File: config.mk
export PLATFORM = sky130hd
export DESIGN_NAME = mcu_move_branch_call_exec
export DESIGN_NICKNAME = d
export VERILOG_FILES = /design/src/hw/exec_pkg.sv /design/src/hw/call_stack_if.sv /design/src/hw/call_stack.sv /design/src/hw/mcu_move_branch_call_exec.sv
export SDC_FILE = /design/constraint.sdc
export NUM_CORES = 1
export LEC_CHECK = 0
export BUFFER_PORTS_ARGS = -buffer_cell sky130_fd_sc_hd__buf_2
export CORE_MARGIN = 2
export CORE_UTILIZATION = 43
export DETAILED_ROUTE_END_ITERATION = 12
export GPL_ROUTABILITY_DRIVEN = 0
export PLACE_DENSITY_LB_ADDON = 0.05
export SLEW_MARGIN = 20
export SYNTH_ARGS = -nofsm -noshare
export SYNTH_HDL_FRONTEND = slang
export SYNTH_SLANG_ARGS = --single-unit
File: constraint.sdc
create_clock -name mclk -period 6.15 [get_ports mclk]
set_input_delay 0 -clock mclk [delete_from_list [all_inputs] [get_ports mclk]]
set_output_delay 0 -clock mclk [all_outputs]
set_load 0.01 [all_outputs]
File: src/hw/exec_pkg.sv
package exec_pkg;
  // Instruction word layout (14-bit word)
  localparam int INSTR_W = 14;
  localparam int PC_W = 10;
  localparam int DATA_W = 8;
  localparam int FADDR_W = 6;
  localparam int PAGE_W = 4;
  localparam int STACK_DEPTH = 8;
  localparam int SP_W = 3;
  // Opcode patterns, compared under mask
  localparam logic [13:0] OPC_PAGE_WR = 14'h0020;
  localparam logic [13:0] MSK_PAGE_WR = 14'h3FF0;
  localparam logic [13:0] OPC_RETURN = 14'h0010;
  localparam logic [13:0] MSK_RETURN = 14'h3FFF;
  localparam logic [13:0] OPC_W2F = 14'h0040;
  localparam logic [13:0] MSK_W2F = 14'h3FC0;
  localparam logic [13:0] OPC_FREAD = 14'h0800;
  localparam logic [13:0] MSK_FREAD = 14'h3F80;
  localparam logic [13:0] OPC_IMM = 14'h1400;
  localparam logic [13:0] MSK_IMM = 14'h3F00;
  localparam logic [13:0] OPC_BRANCH = 14'h2000;
  localparam logic [13:0] MSK_BRANCH = 14'h3C00;
  localparam logic [13:0] OPC_CALL = 14'h3000;
  localparam logic [13:0] MSK_CALL = 14'h3C00;
  // Field positions
  localparam int DEST_BIT = 6;
  // Reset values
  localparam logic [9:0] PC_RST = 10'h000;
  localparam logic [7:0] WORK_RST = 8'h00;
  // Execution phases
  typedef enum logic [1:0] {
    PH_EXEC = 2'b01,
    PH_FLUSH = 2'b10
  } phase_t;
endpackage : exec_pkg

File: src/hw/call_stack_if.sv
`timescale 1ns/1ps
// Push/pop link between the executer and its return-address stack
interface call_stack_if;
  logic push; // Push strobe
  logic pop; // Pop strobe
  logic [9:0] pushData; // Return address to store
  logic [9:0] topData; // Current top entry
  modport core (output push, output pop, output pushData, input topData);
  modport stack (input push, input pop, input pushData, output topData);
endinterface : call_stack_if

File: src/hw/call_stack.sv
`timescale 1ns/1ps
module call_stack #(
  parameter int DEPTH = exec_pkg::STACK_DEPTH
) (
  // Clock and reset
  input wire logic mclk,
  input wire logic arst_n,
  // Stack link
  call_stack_if.stack stk
);
  import exec_pkg::*;
  // All state in one struct
  typedef struct packed {
    logic [DEPTH-1:0][PC_W-1:0] mem;
    logic [SP_W-1:0] sp;
  } stk_state_t;
  stk_state_t s_q, s_d;

  // Top entry is the slot below the pointer; wraps when overused
  logic [SP_W-1:0] topIdx;
  assign topIdx = s_q.sp - 3'h1;
  assign stk.topData = s_q.mem[topIdx];

  // Next-state: push writes at pointer, pop drops pointer
  always_comb begin
    s_d = s_q;
    if (stk.push) begin
      s_d.mem[s_q.sp] = stk.pushData;
      s_d.sp = s_q.sp + 3'h1;
    end else if (stk.pop) begin
      s_d.sp = s_q.sp - 3'h1;
    end
  end

  // State register
  always_ff @(posedge mclk or negedge arst_n) begin
    if (!arst_n) begin
      s_q <= '0;
    end else begin
      s_q <= s_d;
    end
  end
endmodule : call_stack

File: src/hw/mcu_move_branch_call_exec.sv
`timescale 1ns/1ps
module mcu_move_branch_call_exec (
  // Clock and reset
  input wire logic mclk,
  input wire logic arst_n,
  // Program memory
  output logic [exec_pkg::PC_W-1:0] pc,
  input wire logic [exec_pkg::INSTR_W-1:0] instr,
  // Data file
  output logic [exec_pkg::FADDR_W-1:0] fileAddr,
  input wire logic [exec_pkg::DATA_W-1:0] fileRdData,
  output logic [exec_pkg::DATA_W-1:0] fileWrData,
  output logic fileWe,
  // Secondary register page
  output logic [exec_pkg::PAGE_W-1:0] pageAddr,
  output logic [exec_pkg::DATA_W-1:0] pageWrData,
  output logic pageWe,
  // Core state
  output logic [exec_pkg::DATA_W-1:0] workReg,
  output logic zeroFlag,
  output logic carryFlag
);
  import exec_pkg::*;

  // Execution model
  // Each rising edge in the execute phase retires the word shown on instr.
  // Program memory answers in the same cycle, so no fetch stage is kept.
  // Jumps (branch, call, return) load the program counter at that edge.
  // The word that memory shows in the next cycle is the target word: the new PC
  // is already on the address, but that word is still thrown away.
  // That discarded cycle is the flush phase and gives jumps two cycles.
  // During flush the program counter holds, so the target word is fetched
  // and then executed at the following edge.
  // Writes to the data file and the register page leave as one-cycle
  // pulses from flops, one cycle after the instruction retires.
  // A read that follows a write to the same location therefore sees the
  // new value only if the file model writes at that pulse edge.
  // Carry is kept in state for the wider core but nothing here moves it.
  // Unknown words fall through every decode and act as a plain step.

  // Whole core state
  typedef struct packed {
    // Execute or flush
    phase_t ph;
    // Program counter and working register
    logic [PC_W-1:0] pc;
    logic [DATA_W-1:0] work;
    // Status bits
    logic z;
    logic c;
    // Pending data-file write
    logic [FADDR_W-1:0] fAddr;
    logic [DATA_W-1:0] fData;
    logic fWe;
    // Pending secondary-page write
    logic [PAGE_W-1:0] pAddr;
    logic [DATA_W-1:0] pData;
    logic pWe;
  } core_state_t;
  core_state_t s_q, s_d;

  call_stack_if stk ();

  // Return-address stack
  call_stack #(.DEPTH(STACK_DEPTH)) u_stack (
    .mclk(mclk),
    .arst_n(arst_n),
    .stk(stk)
  );

  // Fetched word decode
  // Each pattern is compared under its own mask, so operand bits are
  // ignored. The encodings do not overlap, which keeps the priority
  // chain below free of hidden ordering effects.
  // A decode that matches during flush is harmless: the next-state logic
  // and the stack strobes only act on it in the execute phase.
  logic isPage, isRet, isW2f, isFread, isImm, isBr, isCall;
  assign isPage = (instr & MSK_PAGE_WR) == OPC_PAGE_WR;
  assign isRet = (instr & MSK_RETURN) == OPC_RETURN;
  assign isW2f = (instr & MSK_W2F) == OPC_W2F;
  assign isFread = (instr & MSK_FREAD) == OPC_FREAD;
  assign isImm = (instr & MSK_IMM) == OPC_IMM;
  assign isBr = (instr & MSK_BRANCH) == OPC_BRANCH;
  assign isCall = (instr & MSK_CALL) == OPC_CALL;

  // Data file is read combinationally at the operand address
  assign fileAddr = instr[FADDR_W-1:0];

  // Stack strobes only fire in the execute phase
  // Gating by phase stops a stale call or return seen during flush from
  // pushing or popping a second time.
  always_comb begin
    stk.push = (s_q.ph == PH_EXEC) && isCall;
    stk.pop = (s_q.ph == PH_EXEC) && isRet;
    stk.pushData = s_q.pc + 10'h001;
  end

  // Next-state: one instruction per cycle, jumps add a flush cycle
  always_comb begin
    s_d = s_q;
    s_d.fWe = 1'b0;
    s_d.pWe = 1'b0;
    case (s_q.ph)
      PH_EXEC: begin
        s_d.pc = s_q.pc + 10'h001;
        if (isPage) begin
          // Page write; flags untouched
          s_d.pAddr = instr[PAGE_W-1:0];
          s_d.pData = s_q.work;
          s_d.pWe = 1'b1;
        end else if (isRet) begin
          // Top entry is read before the pop lands at this same edge
          s_d.pc = stk.topData;
          s_d.ph = PH_FLUSH;
        end else if (isW2f) begin
          // Accumulator stays; flags untouched
          s_d.fAddr = instr[FADDR_W-1:0];
          s_d.fData = s_q.work;
          s_d.fWe = 1'b1;
        end else if (isFread) begin
          // Destination bit picks file write-back or working register
          if (instr[DEST_BIT]) begin
            s_d.fAddr = instr[FADDR_W-1:0];
            s_d.fData = fileRdData;
            s_d.fWe = 1'b1;
          end else begin
            s_d.work = fileRdData;
          end
          // Zero tracks the moved value whichever way it goes
          s_d.z = (fileRdData == 8'h00);
        end else if (isImm) begin
          // Constant lands in the working register; status bits kept
          s_d.work = instr[DATA_W-1:0];
        end else if (isBr) begin
          // Stack untouched; full 10-bit target replaces the counter
          s_d.pc = instr[PC_W-1:0];
          s_d.ph = PH_FLUSH;
        end else if (isCall) begin
          // Return address was pushed by the strobe logic above
          s_d.pc = instr[PC_W-1:0];
          s_d.ph = PH_FLUSH;
        end else begin
          // Unknown word: plain step, nothing else moves
          s_d.ph = PH_EXEC;
        end
      end
      PH_FLUSH: begin
        // Discarded fetch: the word fetched at the new PC lands next
        s_d.ph = PH_EXEC;
      end
      default: begin
        s_d.ph = PH_EXEC;
      end
    endcase
  end

  // State register
  // Reset parks the core in execute at address zero, so the first word
  // retires at the first edge after release with no dummy cycle.
  always_ff @(posedge mclk or negedge arst_n) begin
    if (!arst_n) begin
      s_q <= '0;
      s_q.ph <= PH_EXEC;
      s_q.pc <= PC_RST;
      s_q.work <= WORK_RST;
    end else begin
      s_q <= s_d;
    end
  end

  // Outputs straight from flops
  // Only the file address is combinational: it must reach the data file
  // in the same cycle as the word that names it, or reads would lag.
  assign pc = s_q.pc;
  assign fileWrData = s_q.fData;
  assign fileWe = s_q.fWe;
  assign pageAddr = s_q.pAddr;
  assign pageWrData = s_q.pData;
  assign pageWe = s_q.pWe;
  assign workReg = s_q.work;
  assign zeroFlag = s_q.z;
  assign carryFlag = s_q.c;
endmodule : mcu_move_branch_call_exec

# == After elaboration in Yosys (flattened, before gate mapping) ==
# Cells that the tools add are included.
# classes
add_sub_neg,3
magnitude_cmp,3
eq_ne,13
mux,28
n_bitwise,3
n_reduce_logical,13
# op_table
operator,count
bitwise mux 80 bit,1
2-to-1 mux 12 bit,4
2-to-1 mux 21 bit,2
2-to-1 mux 9 bit,4
binary-select mux 10 bit (select 3 bit),1
demux 10 bit (select 3 bit),1
2-to-1 mux 10 bit,3
2-to-1 mux 8 bit,3
equality test 14 x 5 -> 1 bit (second input constant),1
2-to-1 mux 14 bit,1
2-to-1 mux 13 bit,1
adder 10 x 1 -> 10 bit (second input constant),1
equality test 10 x 2 -> 1 bit (second input constant),1
AND reduction 5 bit,2
inequality test 3 bit (second input constant),3
equality test 4 bit (second input constant),2
equality test 8 x 1 -> 1 bit (second input constant),1
zero test 8 bit,1
< comparator 3 x 4 -> 1 bit (second input constant),2
nonzero test 2 bit,4
equality test 7 x 5 -> 1 bit (second input constant),1
equality test 6 x 5 -> 1 bit (second input constant),1
2-to-1 mux 3 bit,2
AND reduction 6 bit,1
11 further kinds,19
# totals
regBits,126
inputBits,24
output_inout_bits,48
elab_cells,81

# == Longest topological paths before layout ==
# Gate-level depths: netlist of the first run.
# depth
ltp_word,9
mapped_depth,8
mapped_depth_nobuf,7

# == Hierarchy ==
# A second synthesis of the first run with hierarchy kept.
# hier_totals
hier_cells,568
hier_area_um2,6685.2
# by_module_without_submodules
module,instances,cells_each,area_per_inst_um2,seq_area_each_um2
call_stack,1,299,4121.5,2077.0
mcu_move_branch_call_exec,1,269,2563.7,1077.3

# == Worst setup path after synthesis of the first run ==
# Ideal clock, no wire load.
# synth_timing
path_type,reg-to-reg
startpoint,reg u_stack.s_q[1] in the netlist's numbering
endpoint,"reg, netlist name pc[4]"
setup_ps,132
arrival_ps,2154
t_required_ps,6018
slack_ps,3864
path_stages_with_launch,9
n_path_buf,2
period_less_slack_ps,2286
cell_sequence,dfrtp_1 inv_1 ha_1 clkbuf_1 buf_1 mux4_2 mux2_2 o21ai_1 o22ai_1
# synth_via
elab_chain_len,5
# synth_rtl
item,line_no,rtl
from (decl),call_stack.sv:17,"stk_state_t s_q, s_d;"
from (signal assigned),call_stack.sv:38,s_q <= '0;
from (signal assigned),call_stack.sv:40,s_q <= s_d;
subtractor 3 x 1 -> 3 bit,call_stack.sv:21,assign topIdx = s_q.sp - 3'h1;
binary-select mux 10 bit (select 3 bit),call_stack.sv:22,assign stk.topData = s_q.mem[topIdx];
2-to-1 mux 10 bit (not written as such),call_stack.sv:22,
2-to-1 mux 12 bit,mcu_move_branch_call_exec.sv:111,end else if (isRet) begin
2-to-1 mux 21 bit,mcu_move_branch_call_exec.sv:106,if (isPage) begin
# No other way between the ends. The select of a mux whose other input is x is not followed.
# A chain may end at the register's enable or synchronous reset.

# == Worst setup path after layout of the first run ==
# layout_timing
startpoint,reg u_stack.s_q[0] in the netlist's numbering
endpoint,"reg, netlist name pc[0]"
# layout_via
elab_chain_len,5
# layout_rtl
item,line_no
subtractor 3 x 1 -> 3 bit,call_stack.sv:21
binary-select mux 10 bit (select 3 bit),call_stack.sv:22
2-to-1 mux 10 bit (not written as such),call_stack.sv:22
2-to-1 mux 12 bit,mcu_move_branch_call_exec.sv:111
2-to-1 mux 21 bit,mcu_move_branch_call_exec.sv:106
# No other way between the ends. The select of a mux whose other input is x is not followed.

==> impl_metrics.ini, run 1 <==
[timing]
worst_pin_slew_ps = 973
setup_ws_ps = 3120
rsz0062_at_grt = no
finalSetupViolations = 0
fmax_ghz = 0.330
skew_ps = 7.66
hold_viol = 0
finalCritPeriodShare_pct = 49.2
slew_violations = 0
slew_headroom_pct = 35.1
min_period_ps = 3030
fin_tns_setup_ps = 0

[critical_path]
worst-path-buf-inv = 2
crit_path_cell_trace = buf_4, inv_2, ha_1, xor2_4, mux4_1, mux2i_1, o22ai_1, a22o_1
cp_slowest_stage_delay_ps = 650
crit_type = reg -> reg
setup.worst_path.start_class = flop
worstPathRequired_ps = 6450
critPathTopFamily = multiplexers
rrSetupSlack_ps = 3120
worstPathArrival_ps = 3330
cp_max_fo = 22
cpMaxStageDelayCell = mux4_1
cp-end-kind = flop

[placement]
dp_slack_ps = 3130
dp_hpwl_um = 11100
io_buffers = 70
post_dp_cell_area_um2 = 6540

[power]
p_total_mw = 3.49
irDropWorstVdd_uv = 268
leakagePower_nw = 3.49
power_density_nw_per_um2 = 473

[min_path]
min_path_type = in -> reg

[drt]
vias_per_cell = 5.59
drt-total-wl_um = 16600
wl_per_cell_um = 20.1
drc = 0
vias = 4631
first_pass_iters = 5
drtAntennaViolNets = 0
dr.first_iter.drc_count = 280

[finish]
final_cell_area_um2 = 7380
layout-drive-gt1-share_pct = 24.4
nets = 658
nFillCells = 1340
fin_util_pct = 50.6
diodes = 0
syn_to_final_growth_pct = 14.7

[global_routing]
grt_start_max_net_pins = 79
antenna_found_initial = 0
grt_pass1_wl_um = 26900
first_global_vias = 4622
grt_overflow = 0
grt_usage_pct = 22.1

[logic_synthesis]
synth_warnings = 0
synthesis.nets = 622
synth_cell_types = 69
synth_edf_count = 0
synth.yosys.seq_area_share_pct = 49.0
synth_cells = 595
synth_area_um2 = 6430
async_reset_ff_share_pct = 100
ys.flop_type = dfrtp_1
ys_ff_latch = 126
synth.avg_cell_area_um2 = 10.8

[floorplanning]
die_h_um = 126
die_area_um2 = 16000
coreArea_um2 = 14600
design.portCount = 72
start_util_pct = 44.1
rows = 44
die_x_um = 126

[clock_tree]
root_buffer = clkbuf_16
cts_buffers = 17
htreeDepth = 4
cts_resized = 0
clk_pin_slew_worst_paths_ps = 60
cts_tree = yes
cts.sinks = 126
clk_latency_ps = 420
cts_buffer_depth = 2

[run]
cap_viol_max_count = 0

[outcome]
outcome = complete, no violations
[area by class of cell]
class | count | area [µm²] | share of cell area [%]
Clock buffer | 20 | 467 | 6.33
Multi-Input combinational cell | 385 | 2740 | 37.2
Inverter | 9 | 33.8 | 0.458
Tap cell | 184 | 230 | 3.12
Sequential cell | 126 | 3150 | 42.8
Timing Repair Buffer | 92 | 567 | 7.68
Clock inverter | 12 | 184 | 2.49
[kinds of logic (layout without fill, tap and decap cells)]
family                   count (synthesis)  in the layout  synth area share, %
adder cells (fa/ha/maj)                  3              3                0.584
other                                    1              1               0.0583
multiplexers                            59             59                 13.6
AND/OR/NAND/NOR                        178            178                 14.8
XOR/XNOR                                10             10                 1.65
flip-flops                             126            126                 49.0
AO/OA/AOI/OAI                          134            134                 12.0
buffers and inverters                   84            133                 8.36
[layer usage]
metal	share of wire [%]	vias to the layer above	wire (µm)	track usage, %
li1	-	2157	-	-
met1	46	2299	7600	30.7
met2	47	156	7870	35.3
met3	5.5	19	910	4.60
met4	1.6	0	262	6.72
met5	0	-	0	0
[state kept, by name, indices dropped and copies added (netlist names)]
signal and count:
fileWe 1, fileWrData 8, pageAddr 4, pageWe 1
pageWrData 8, pc 10, s_q 2, u_stack.s_q 83
workReg 8, zeroFlag 1
[Yosys cell counts, drive strengths merged, types with 2 or more instances]
cell | n | area, µm²
dfrtp | 125 | 3130
nand2 | 74 | 283
buf | 65 | 467
o21ai | 61 | 305
nor2 | 51 | 199
a21oi | 39 | 195
mux2 | 24 | 274
mux4 | 18 | 428
mux2i | 17 | 170
a22oi | 10 | 75.1
clkbuf | 10 | 37.5
inv | 9 | 33.8
nand3 | 8 | 45.0
nor3 | 7 | 51.3
nand4 | 6 | 68.8
xnor2 | 6 | 52.6
and4 | 5 | 43.8
nor4 | 5 | 67.6
and3 | 4 | 25.0
xor2 | 4 | 53.8
a211oi | 3 | 22.5
ha | 3 | 37.5
nor2b | 3 | 18.8
o31a | 3 | 26.3
a22o | 2 | 17.5
a2bb2oi | 2 | 17.5
a31oi | 2 | 12.5
a32oi | 2 | 17.5
and2b | 2 | 16.3
nand2b | 2 | 12.5
nand4b | 2 | 32.5
nor4b | 2 | 30.0
o22ai | 2 | 12.5
or3 | 2 | 17.5
[where the power goes]
group	total (mW)	switching (mW)	internal (mW)
logic	1.09	0.586	0.500
registers	1.31	0.216	1.09
clock network	1.10	0.386	0.713
[layout by cell type (no fill, tap or decap), drive strengths merged, types with 7 or more instances in the layout]
cell / n
a21oi: 39
a22oi: 10
buf: 74
clkbuf: 20
dfrtp: 125
dlygate4sd3: 18
inv: 10
mux2: 24
mux2i: 17
mux4: 18
nand2: 74
nand3: 8
nor2: 51
nor3: 7
o21ai: 61
[worst min-delay path, stage by stage]
cell	delay (ps)
buf_2	170
mux2i_1	150
a21oi_1	90
[per-stage QoR]
step / cells / hold WS [ps]
floorplan: 595 / -296
global placement: 778 / 59.6
detailed placement: 778 / 63.3
CTS: 828 / 12.9
global route: 828 / 43.4
finish: 828 / 25.3
[repair_timing]
action / CTS / global route
hold buffers: 18 / 0
setup endpoints to repair: 0 / 0
setup buffers: 0 / 0
endpoints found under the hold margin: 69 / 0
[path summary, 6_finish.rpt]
check                                start         endpoint  cells past startpoint
min in group asynchronous           arst_n      pageAddr[3]                      2
setup reg to reg            u_stack.s_q[0]            pc[0]                      8
hold reg to reg            u_stack.s_q[58]  u_stack.s_q[58]                      2
hold / removal                    instr[6]       workReg[6]                      3
max in group asynchronous           arst_n  u_stack.s_q[79]                      3
setup / recovery            u_stack.s_q[0]            pc[0]                      8
No activity file was read; power rests on OpenSTA's default activity.
==> inputs of run 2 (changes only) <==
- ABC_AREA: not set -> 1
- clock period: 6.15 -> 2.97 ns (I/O delays scaled with it)
==> run 2 against run 1 <==
Sequential share of layout area fell by 1.5 points; final cell count increased by 34%; count of clock-buffer cells in the layout down 1; register-to-register slack lost 2500 ps; total power increased by 120%; via count rose by 23%; flip-flop and latch count stayed put; combinational power up 150%; synthesized area is 4.3% higher; synthesized cell count is 48% higher; core utilization is 0.29 points lower; critical path type unchanged.
==> impl_metrics.ini, run 2 <==
[drt]
vias_per_cell = 5.13
vias = 5690
met1_length_um = 8730
routed-wl-met2_um = 8220
drc = 0
dr.first_iter.drc_count = 536
drtAntennaViolNets = 0
maxUsedRoutingLayer = met4
wl_per_cell_um = 16.5
drt-total-wl_um = 18300
first_pass_iters = 7
met3_length_um = 1090

[logic_synthesis]
synth_top_family_by_area = simple AND/OR/NAND/NOR gates
async_reset_ff_share_pct = 100
ys_top_cells_by_area = dfrtp_1, nand2_1, o21ai_0, buf_4, nand3_1
post-synth-top-count-cell = nand2_1
synth_top_area_cell = dfrtp_1
synth_area_um2 = 6710
ys_ff_latch = 126
synth_xor_area_share_pct = 1.03
synth-compound-area-share_pct = 10.3
yosys-mux-area-fraction_pct = 0
netlist.area_leader.share_pct = 46.6
synth_cell_types = 35
synthSimpleGateAreaFrac_pct = 28.7
netlist_top_cells_count = nand2_1, dfrtp_1, o21ai_0
synth.avg_cell_area_um2 = 7.61
synth_warnings = 0
ys.flop_type = dfrtp_1
synth_cells = 882
synthesis.nets = 909
synth_fa_ha_area_share_pct = 0.559
synth.yosys.seq_area_share_pct = 47.0
synth_edf_count = 0

[clock_tree]
htreeDepth = 4
clk_latency_ps = 420
cts_tree = yes
cts_hold_buf = 13
cts_setup_buffers = 0
cts.sinks = 126
cts_buffers = 17
cts_resized = 0
clk_pin_slew_worst_paths_ps = 60
cts_buffer_depth = 2
root_buffer = clkbuf_16

[floorplanning]
start_util_pct = 44.1
die_area_um2 = 16600
die_h_um = 129
die_x_um = 129
coreArea_um2 = 15200
rows = 45
design.portCount = 72

[power]
power_density_nw_per_um2 = 1000
p_total_mw = 7.67
irDropWorstVdd_uv = 701
leakagePower_nw = 3.91

[global_routing]
grt_usage_pct = 23.4
grt_overflow = 0
first_global_vias = 5462
grt_pass1_wl_um = 29500
antenna_found_initial = 0
grt_start_max_net_pins = 69

[finish]
nFillCells = 1535
final_cell_mix = nand2_1, dfrtp_1, o21ai_0
largest_reg_flops = 83
layout-drive-gt1-share_pct = 15.5
diodes = 0
nets = 936
final_cell_area_um2 = 7640
mostFrequentLayoutCell = nand2_1
top_regs = u_stack.s_q x83, pc x10
largest-register = u_stack.s_q
syn_to_final_growth_pct = 13.9

[placement]
post_dp_cell_area_um2 = 6860
io_buffers = 70
dp_slack_ps = 608
dp_hpwl_um = 12000

[timing]
rsz0062_at_grt = no
slew_headroom_pct = 41.1
finalSetupViolations = 0
fin_tns_setup_ps = 0
slew_violations = 0
fmax_ghz = 0.420
hold_viol = 0
min_period_ps = 2380
setup_ws_ps = 587
worst_pin_slew_ps = 882
skew_ps = 6.17
worst_hold_slack_ps = 18.3
finalCritPeriodShare_pct = 80.2

[critical_path]
cp_max_fo = 20
worstPathArrival_ps = 2700
worstPathRequired_ps = 3280
crit_type = reg -> reg
rrSetupSlack_ps = 590
setup.worst_path.start_class = flop
cp-end-kind = flop

[min_path]
min_path_type = in -> reg

[outcome]
outcome = complete, no violations

[run]
cap_viol_max_count = 0
==> run 2: path summary, 6_finish.rpt <==
check,start,endpoint,depth (start not counted)
max in group asynchronous,arst_n,s_q[48],3
worst max-delay path,s_q[48],u_stack.s_q[54],6
worst min-delay path,instr[4],workReg[4],3
min in group asynchronous,arst_n,u_stack.s_q[79],2
worst min register to register,pageWrData[7],pageWrData[7],2
worst max register to register,s_q[48],u_stack.s_q[54],6
==> run 2: final cells by class <==
| cell class | count | area (µm²) | area share [%] |
|---|---|---|---|
| clock inverter | 13 | 214 | 2.80 |
| timing repair buffer | 91 | 556 | 7.27 |
| multi-input combinational | 592 | 2730 | 35.8 |
| tap | 188 | 235 | 3.08 |
| inverter | 81 | 307 | 4.01 |
| sequential | 126 | 3150 | 41.3 |
| clock buffer | 19 | 443 | 5.80 |
==> run 2: power breakdown <==
group / internal, mW / switching (mW)
logic: 0.907 / 1.81
registers: 2.24 / 0.387
clock network: 1.52 / 0.809
==> run 2: cells by family (layout without fill, tap and decap cells) <==
| group | after synthesis | in the layout |
|---|---|---|
| and+or+nand+nor | 453 | 453 |
| xor gates and xnor gates | 7 | 7 |
| adders and majority gates | 3 | 3 |
| DFF | 126 | 126 |
| other | 1 | 1 |
| AOI/OAI and AO/OA | 128 | 128 |
| buffers and inverters | 164 | 204 |
==> run 2: worst max-delay path, cell delays in order (launching register included) <==
cell	delay, ps
dfstp_2	510
inv_1	50
nor2_4	300
nand3_4	190
nor2_1	220
nand2_1	570
o21ai_0	410
==> run 2: metal layers <==
metal	vias up	GRT usage [%]
li1	2789	-
met1	2713	33.4
met2	170	35.9
met3	18	5.65
met4	0	6.39
met5	-	0
==> run 2: metrics by stage <==
stage          util, %  cells
2_1_floorplan        -    882
3_3_place_gp      45.1   1065
3_5_place_dp      45.1   1065
4_1_cts           50.3   1110
5_1_grt           50.3   1110
6_report          50.3   1110
